--- config.mk ---
export PLATFORM = sky130hd
export DESIGN_NAME = cvf_event_flags
export DESIGN_NICKNAME = d
export VERILOG_FILES = /design/src/cvf_pkg.sv /design/src/cvf_overrun_det.sv /design/src/cvf_event_flags.sv
export SDC_FILE = /design/constraint.sdc
export NUM_CORES = 1
export LEC_CHECK = 0
export ABC_AREA = 0
export BUFFER_PORTS_ARGS = -buffer_cell sky130_fd_sc_hd__buf_2
export CAP_MARGIN = 20
export CORE_MARGIN = 5
export CORE_UTILIZATION = 32
export DETAILED_ROUTE_END_ITERATION = 8
export PLACE_DENSITY = 0.81
export SYNTH_ARGS = -nofsm -noshare
export SYNTH_HDL_FRONTEND = slang
export SYNTH_HIERARCHICAL = 1
export SYNTH_SLANG_ARGS = --single-unit
--- constraint.sdc ---
create_clock -name core_clk -period 1.63 [get_ports core_clk]
set_input_delay 0.326 -clock core_clk [delete_from_list [all_inputs] [get_ports core_clk]]
set_output_delay 0.326 -clock core_clk [all_outputs]
set_load 0.005 [all_outputs]
--- src/cvf_pkg.sv ---
// shared constants for the converter event flag block
package cvf_pkg;

  // register port geometry
  localparam int unsigned ADDR_W          = 8;
  localparam int unsigned DATA_W          = 8;
  localparam int unsigned NUM_CMD         = 16;

  // register offsets on the plain register port
  localparam logic [7:0]  OFS_EVENT_FLAGS = 8'h09;
  localparam logic [7:0]  OFS_IRQ_MASK    = 8'h0A;

  // field positions inside the flag register
  localparam int unsigned BIT_ABORT_DONE  = 7;
  localparam int unsigned BIT_OVERRUN     = 6;

  // implemented bits, others read as zero
  localparam logic [7:0]  FLAGS_IMPL      = 8'hC0;

  // values after reset
  localparam logic [7:0]  FLAGS_RST       = 8'h00;
  localparam logic [7:0]  MASK_RST        = 8'h00;
  localparam logic [7:0]  RDATA_RST       = 8'h00;

  // read data follows a read strobe by this many cycles
  localparam int unsigned RD_LATENCY      = 1;

endpackage : cvf_pkg

--- src/cvf_overrun_det.sv ---
// overrun detection of the per-command done flags and end-of-list flag
`timescale 1ns/100ps

module cvf_overrun_det
  import cvf_pkg::*;
(
  // mode selection
  input  wire logic                 result_buffer_mode,
  // current flag state
  input  wire logic [NUM_CMD-1:1]   per_command_done_flags,
  input  wire logic                 end_of_list_flag,
  // flag set requests from command execution
  input  wire logic [NUM_CMD-1:1]   cmd_flag_set,
  input  wire logic                 eol_flag_set,
  // first result from the top of a list being stored
  input  wire logic                 first_result_store,
  // result
  output logic                      overrun_hit
);

  logic [NUM_CMD-1:1] bit_clash;   // flag set again while still set
  logic               dbl_hit;     // double buffer detection
  logic               sgl_hit;     // single buffer detection

  // one comparator per command flag
  genvar gi;
  generate
    for (gi = 1; gi < NUM_CMD; gi++)
    begin : g_clash
      assign bit_clash[gi] = per_command_done_flags[gi] & cmd_flag_set[gi];
    end
  endgenerate

  // double buffer: any flag or end-of-list hit while still set
  assign dbl_hit = (|bit_clash) | (end_of_list_flag & eol_flag_set);

  // single buffer: only stale command flags at first store count,
  // end-of-list is never looked at here
  assign sgl_hit = first_result_store & (|per_command_done_flags);

  // mode mux
  always_comb
  begin
    if (result_buffer_mode)
      overrun_hit = dbl_hit;
    else
      overrun_hit = sgl_hit;
  end

endmodule : cvf_overrun_det

--- src/cvf_event_flags.sv ---
// converter event flag register with abort-done and overrun flags
`timescale 1ns/100ps

module cvf_event_flags
  import cvf_pkg::*;
(
  // clock and reset
  input  wire logic                 core_clk,
  input  wire logic                 rst_n,
  // register port
  input  wire logic [ADDR_W-1:0]    reg_addr,
  input  wire logic [DATA_W-1:0]    reg_wdata,
  input  wire logic                 reg_wr,
  input  wire logic                 reg_rd,
  output logic      [DATA_W-1:0]    reg_rdata,
  // converter control levels
  input  wire logic                 conv_enable,
  input  wire logic                 converter_soft_reset,
  input  wire logic                 result_buffer_mode,
  input  wire logic                 restart_with_abort,
  input  wire logic                 stop_in_wait,
  // low-power entry requests
  input  wire logic                 stop_entry,
  input  wire logic                 wait_entry,
  // sequencer events, one-cycle pulses
  input  wire logic                 abort_executed,
  input  wire logic                 abort_by_hw,
  input  wire logic                 last_cmd_active,
  input  wire logic [NUM_CMD-1:1]   cmd_flag_set,
  input  wire logic                 eol_flag_set,
  input  wire logic                 first_result_store,
  // current conversion flag state
  input  wire logic [NUM_CMD-1:1]   per_command_done_flags,
  input  wire logic                 end_of_list_flag,
  // interrupt
  output logic                      irq
);

  logic [DATA_W-1:0] flags_ff;       // converter_event_flags
  logic [DATA_W-1:0] nxt_flags;
  logic [DATA_W-1:0] mask_ff;        // interrupt mask
  logic [DATA_W-1:0] rdata_ff;       // registered read data
  logic [DATA_W-1:0] nxt_rdata;
  logic              irq_ff;         // registered interrupt level
  logic              wr_flags;       // write hits flag register
  logic              wr_mask;        // write hits mask register
  logic [DATA_W-1:0] clr_vec;        // write-one clear bits
  logic [DATA_W-1:0] set_vec;        // hardware set bits
  logic              lowpower_abort; // abort issued to enter low power
  logic              last_cmd_abort; // abort during last command w/ restart
  logic              abort_set;      // qualified abort-done event
  logic              overrun_hit;    // overrun detected this cycle

  // address decode
  assign wr_flags = reg_wr & (reg_addr == OFS_EVENT_FLAGS);
  assign wr_mask  = reg_wr & (reg_addr == OFS_IRQ_MASK);

  // only implemented bits may be cleared
  assign clr_vec = wr_flags ? (reg_wdata & FLAGS_IMPL) : '0;

  // abort qualification: hardware aborts for stop, or for wait
  // with stop_in_wait set, do not raise the flag
  assign lowpower_abort = abort_by_hw & (stop_entry | (wait_entry & stop_in_wait));
  assign last_cmd_abort = last_cmd_active & restart_with_abort;
  assign abort_set      = abort_executed & ~lowpower_abort & ~last_cmd_abort;

  // overrun detector, mode dependent
  cvf_overrun_det u_overrun_det (
    .result_buffer_mode     (result_buffer_mode),
    .per_command_done_flags (per_command_done_flags),
    .end_of_list_flag       (end_of_list_flag),
    .cmd_flag_set           (cmd_flag_set),
    .eol_flag_set           (eol_flag_set),
    .first_result_store     (first_result_store),
    .overrun_hit            (overrun_hit)
  );

  // hardware set vector
  always_comb
  begin
    set_vec                 = '0;
    set_vec[BIT_ABORT_DONE] = abort_set;
    set_vec[BIT_OVERRUN]    = overrun_hit;
  end

  // flag next state; set applied after clear so no event is lost
  always_comb
  begin
    if (!conv_enable || converter_soft_reset)
      nxt_flags = FLAGS_RST;
    else
      nxt_flags = ((flags_ff & ~clr_vec) | set_vec) & FLAGS_IMPL;
  end

  // flag register
  always_ff @(posedge core_clk or negedge rst_n)
  begin
    if (!rst_n)
      flags_ff <= FLAGS_RST;
    else
      flags_ff <= nxt_flags;
  end

  // mask register, same layout as the flags
  always_ff @(posedge core_clk or negedge rst_n)
  begin
    if (!rst_n)
      mask_ff <= MASK_RST;
    else if (wr_mask)
      mask_ff <= reg_wdata & FLAGS_IMPL;
  end

  // read mux; unmapped offsets answer zero
  always_comb
  begin
    nxt_rdata = RDATA_RST;
    if (reg_rd)
    begin
      case (reg_addr)
        OFS_EVENT_FLAGS: nxt_rdata = flags_ff;
        OFS_IRQ_MASK:    nxt_rdata = mask_ff;
        default:         nxt_rdata = RDATA_RST;
      endcase
    end
  end

  // read data stands only in the cycle after the strobe
  always_ff @(posedge core_clk or negedge rst_n)
  begin
    if (!rst_n)
      rdata_ff <= RDATA_RST;
    else
      rdata_ff <= nxt_rdata;
  end

  // interrupt level; one cycle behind the flags, keeps irq a flop
  always_ff @(posedge core_clk or negedge rst_n)
  begin
    if (!rst_n)
      irq_ff <= 1'b0;
    else
      irq_ff <= |(flags_ff & mask_ff);
  end

  // outputs straight from flops
  assign reg_rdata = rdata_ff;
  assign irq       = irq_ff;
endmodule : cvf_event_flags

==> results of run 1 <==
## state kept, by name, summed over array words and instances (netlist names)
signal	cells
flags_ff	2
irq	1
mask_ff	2
reg_rdata	2
## worst max-delay path: stages
cell and delay, ns:
buf_2 0.09, or4_4 0.56, nor4b_4 0.31, mux2_1 0.34
## through the flow
step	hold slack, ns	util [%]	worst slack, ns	instances
2_1_floorplan	0.0304	-	0.00195	62
3_3_place_gp	0.160	54.5	-0.120	132
3_5_place_dp	0.162	54.5	-0.134	132
4_1_cts	0.302	56.9	0.137	137
5_1_grt	0.304	56.9	0.101	137
6_report	0.304	56.9	0.129	137
## Yosys cell counts, types with 2 or more instances
cell | count | share of area, %
dfrtp_1 | 7 | 33
buf_4 | 6 | 8.4
a22o_1 | 4 | 6.5
a22oi_1 | 4 | 5.6
nor2b_1 | 4 | 4.7
nor2_1 | 3 | 2.1
nor4_1 | 3 | 3.5
a21oi_1 | 2 | 1.9
a221oi_1 | 2 | 3.3
inv_1 | 2 | 1.4
mux2_1 | 2 | 4.2
nand2_1 | 2 | 1.4
nand3b_1 | 2 | 2.8
nor3_1 | 2 | 1.9
## kinds of logic (layout without fill, tap and decap cells)
kind of cell | Yosys count | count (layout) | synth area share (%)
AO/OA/AOI/OAI | 18 | 18 | 26.4
buffers and inverters | 8 | 67 | 9.81
flip-flops | 7 | 7 | 32.7
multiplexers | 2 | 2 | 4.21
other | 1 | 6 | 0.700
AND/OR/NAND/NOR | 21 | 21 | 26.2
## power breakdown
group          leakage (nW)  internal, W  switching [W]
registers            0.0962     0.000179     0.00000388
logic                 0.366    0.0000737      0.0000520
clock network        0.0150    0.0000935      0.0000658
total                 0.477     0.000347       0.000122
## worst paths after layout
kind	end	slack, ns	depth (start not counted)	startpoint
max in group asynchronous	mask_ff[6]	1.05	2	rst_n
hold reg to reg	mask_ff[7]	0.52	1	mask_ff[7]
min in group asynchronous	flags_ff[7]	0.43	2	rst_n
setup / recovery	mask_ff[6]	0.13	4	reg_addr[5]
setup reg to reg	mask_ff[6]	0.84	1	mask_ff[6]
hold / removal	mask_ff[6]	0.30	2	reg_wdata[6]
## layer usage
metal | up-vias | routed length [µm] | GRT usage, %
li1 | 343 | - | -
met1 | 305 | 586 | 14.4
met2 | 60 | 914 | 24.4
met3 | 4 | 311 | 6.69
met4 | 0 | 14 | 4.68
met5 | - | 0 | 0
## cell usage in the layout, fill, tap and decap left out, types with 3 or more instances in the layout
cell type,count
a22o_1,4
a22oi_1,4
buf_2,59
clkbuf_4,3
conb_1,6
dfrtp_1,7
nor2_1,3
nor2b_1,4
nor4_1,3
## timing repair
item                      in CTS  in global routing
hold buffers                   1                  0
resized for setup              0                  0
hold endpoints to repair       7                  0
## final cells by class
cell class	count	area [µm²]
clock buffer	4	26.3
fill	146	664
inverter	2	7.51
multi-input combinational	47	335
sequential	7	175
tap	16	20.0
timing repair buffer	61	313
==> flow_metrics.py, run 1 <==
metrics = {
    "yosys": {
        "synth_seq_area_share_pct": 32.7,
        "synth_cell_type_count": 26,
        "synthesis.area_per_instance_um2": 9.39,
        "syn_inst": 57,
        "yosysWarningCount": 6,
        "yosys_register_bits": 7,
        "async_flop_share_pct": 100,
        "synth_edf_count": 0,
        "ys.flop_type": "dfrtp_1",
        "syn_area_um2": 536,
    },
    "pwr": {
        "power_leakage_nw": 0.477,
        "powerDensity_nw_per_um2": 534,
        "power_w": 0.000468,
        "peakVddDrop_uv": 253,
    },
    "setup_path": {
        "worstSetupPathType": "input port to register",
        "start_kind": "input port",
        "crit_fanout": 3,
        "cp.arrival_ns": 1.64,
        "required_ns": 1.76,
        "cp-end-kind": "register",
    },
    "detailed_routing": {
        "vias": 712,
        "dr.pass1.iters": 4,
        "wl_per_cell_um": 13.3,
        "totalWireLength_mm": 1.83,
        "first_iter_violations": 11,
        "via_per_inst": 5.20,
        "detail-route-antenna-nets": 0,
        "drc_errors": 0,
    },
    "floorplanning": {
        "core_area_um2": 1540,
        "start_util_pct": 34.7,
        "dieArea_um2": 2590,
        "die_w_um": 50.9,
        "num_rows": 14,
        "die_h_um": 50.9,
        "io_pins": 72,
    },
    "min_path": {
        "hold_class": "input port to register",
    },
    "placement": {
        "dp_hpwl_mm": 1.62,
        "placed_area_um2": 841,
        "routabilityCongestion": 0.865,
        "io_buffer_count": 59,
    },
    "final_layout": {
        "antenna_cells": 0,
        "syn2layout_area_growth_pct": 63.8,
        "nNetsFinal": 185,
        "layout-drive-gt1-share_pct": 55.4,
        "fin_area_um2": 877,
    },
    "grt": {
        "track_usage_pct": 13.9,
        "grt_overflow_total": 0,
        "grt_pass1_wl_mm": 2.79,
        "first_global_vias": 764,
        "antenna_found_initial": 0,
        "grt_max_degree": 8,
    },
    "timing": {
        "hold_violations": 0,
        "post-route-min-period_ns": 1.50,
        "maxClockFrequency_ghz": 0.666,
        "setup_viol": 0,
        "fin_skew_ns": 0.00473,
        "slew_viol_final": 0,
        "rsz0062_at_grt": "no",
        "min_period_over_period_pct": 92.1,
        "setup-tns-final_ns": 0,
    },
    "cts": {
        "cts.path.max_buffers": 2,
        "cts_buffers": 3,
        "cts_sinks": 7,
        "htree_levels": 1,
        "post_cts_buffers": 0,
        "clk_latency_ns": 0.26,
        "tritoncts": "built",
        "clk_pin_slew_worst_paths_ns": 0.05,
        "root_buffer": "clkbuf_4",
    },
    "job": {
        "cap_violations": 0,
    },
    "outcome": {
        "status": "completed",
    },
}
Note: power is estimated with default switching activity, not from simulation.
==> run 2, diff against run 1 <==
--- a/config.mk
+++ b/config.mk
@@ -12,6 +12,7 @@
 export CORE_UTILIZATION = 32
 export DETAILED_ROUTE_END_ITERATION = 8
 export PLACE_DENSITY = 0.81
+export SETUP_SLACK_MARGIN = 0.5
 export SYNTH_ARGS = -nofsm -noshare
 export SYNTH_HDL_FRONTEND = slang
 export SYNTH_HIERARCHICAL = 1
==> flow_metrics.py, run 2 (synthesized netlist as in run 1, its figures left out) <==
metrics = {
    "outcome": {
        "status": "completed",
    },
    "placement": {
        "place_ws_ns": -0.131,
        "routabilityCongestion": 0.734,
        "io_buffer_count": 59,
        "dp_hpwl_mm": 1.63,
        "dpl.cell_count": 132,
    },
    "cts": {
        "root_buffer": "clkbuf_4",
        "clk_latency_ns": 0.25,
        "htree_levels": 1,
        "cts_sinks": 7,
        "tritoncts": "built",
        "clk_pin_slew_worst_paths_ns": 0.05,
        "cts_buffers": 3,
        "cts.path.max_buffers": 2,
    },
    "min_path": {
        "hold_path.startpoint": "reg_wdata[7]",
        "worstHoldEndpoint": "mask_ff[7]",
        "whs_path_depth": 2,
        "hold_class": "input port to register",
    },
    "final_layout": {
        "antenna_cells": 0,
        "nNetsFinal": 186,
        "final_common_cell": "buf_2",
        "layout-drive-gt1-share_pct": 59.0,
        "fillers": 142,
        "layout_common_cells": "buf_2, dfrtp_1, conb_1",
        "seqCellArea_um2": 175,
        "multi_input_area_um2": 358,
        "stdcell_count": 138,
        "syn2layout_area_growth_pct": 71.7,
    },
    "detailed_routing": {
        "totalWireLength_mm": 1.81,
        "detail-route-antenna-nets": 0,
        "vias": 692,
        "wl_per_cell_um": 13.1,
        "first_iter_violations": 10,
        "dr.pass1.iters": 4,
        "drc_errors": 0,
        "via_per_inst": 5.01,
    },
    "grt": {
        "grt_overflow_total": 0,
        "first_global_vias": 657,
        "antenna_found_initial": 0,
        "track_usage_pct": 13.0,
        "grt_max_degree": 8,
        "grt_pass1_wl_mm": 2.65,
    },
    "timing": {
        "whs_ns": 0.311,
        "slew_viol_final": 0,
        "setup-tns-final_ns": 0,
        "maxClockFrequency_ghz": 0.675,
        "rsz0062_at_grt": "yes",
        "setup_viol": 0,
        "layout_setup_ws_ns": 0.149,
        "post-route-min-period_ns": 1.48,
        "min_period_over_period_pct": 90.9,
        "fin_skew_ns": 0.00107,
        "hold_violations": 0,
    },
    "setup_path": {
        "timing.rr.start": "mask_ff[6]",
        "critPathTopFamily": "simple AND/OR/NAND/NOR gates",
        "crit_start": "reg_addr[5]",
        "crit_buf_inv": 1,
        "crit_fanout": 3,
        "cp_cell_sequence": "buf_6, or4_4, nor4b_4, mux2_1",
        "cp.arrival_ns": 1.61,
        "max_stage_delay_ns": 0.55,
        "r2r_end": "mask_ff[6]",
        "worstSetupPathType": "input port to register",
        "start_kind": "input port",
        "cp-end-kind": "register",
        "required_ns": 1.76,
        "worst-r2r-setup-slack_ns": 0.82,
        "crit_slowest_cell": "or4_4",
        "r2r_cells": 1,
    },
    "job": {
        "cap_violations": 0,
    },
    "pwr": {
        "powerDensity_nw_per_um2": 515,
        "power_w": 0.000473,
        "peakVddDrop_uv": 321,
        "power_leakage_nw": 0.487,
    },
    "floorplanning": {
        "dieArea_um2": 2590,
        "die_w_um": 50.9,
        "start_util_pct": 34.7,
        "num_rows": 14,
        "core_area_um2": 1540,
        "io_pins": 72,
        "die_h_um": 50.9,
    },
}
## run 2: cell types whose count changed in the layout (fill, tap and decap cells not counted), moves of 2 or more
cell and change:
nor4_1 -2, buf_6 +2, buf_2 -2, nor4_2 +2
## run 2: worst max-delay path by stage
| stage | depth (start not counted) | to | slack [ns] |
|---|---|---|---|
| global route | 4 | mask_ff[6] | 0.09 |
| global placement | 4 | mask_ff[7] | -0.11 |
| detailed placement | 4 | mask_ff[6] | -0.13 |
| floorplan | 3 | mask_ff[6] | 0.002 |
| finish | 4 | mask_ff[6] | 0.15 |
| CTS | 4 | mask_ff[6] | 0.14 |
## run 2: per-stage QoR
stage,util (%),cell area (µm²)
after floorplan,-,571
after global placement,55.0,848
after detailed placement,55.0,848
after CTS,58.4,900
after global routing,59.7,920
final,59.7,920
## run 2: repair_timing
action	CTS	global route
pin swaps	2	6
hold buffers	1	0
hold endpoints to repair	7	0
buffers inserted	0	1
resized for setup	3	2
endpoints found under the setup margin	6	6
## run 2: routing by layer
layer,share of wire (%),vias up,GRT usage (%)
li1,-,347,-
met1,32,287,12.7
met2,47,55,23.6
met3,20,3,6.69
met4,0.83,0,3.83
met5,0,-,0
## run 2: layout make-up
class,instances,share of cell area [%]
clock buffers,4,2.86
inverters,2,0.816
multi-input cells,47,38.9
flip-flops and latches,7,19.0
well taps,16,2.18
repair buffers,62,36.2
## run 2: report_power, final
| group | leakage, nW | switching (W) | total [W] | internal (W) |
|---|---|---|---|---|
| clock | 0.0150 | 0.0000627 | 0.000156 | 0.0000933 |
| sequential | 0.0962 | 0.00000415 | 0.000184 | 0.000179 |
| combinational | 0.376 | 0.0000545 | 0.000134 | 0.0000793 |
| total | 0.487 | 0.000121 | 0.000473 | 0.000352 |
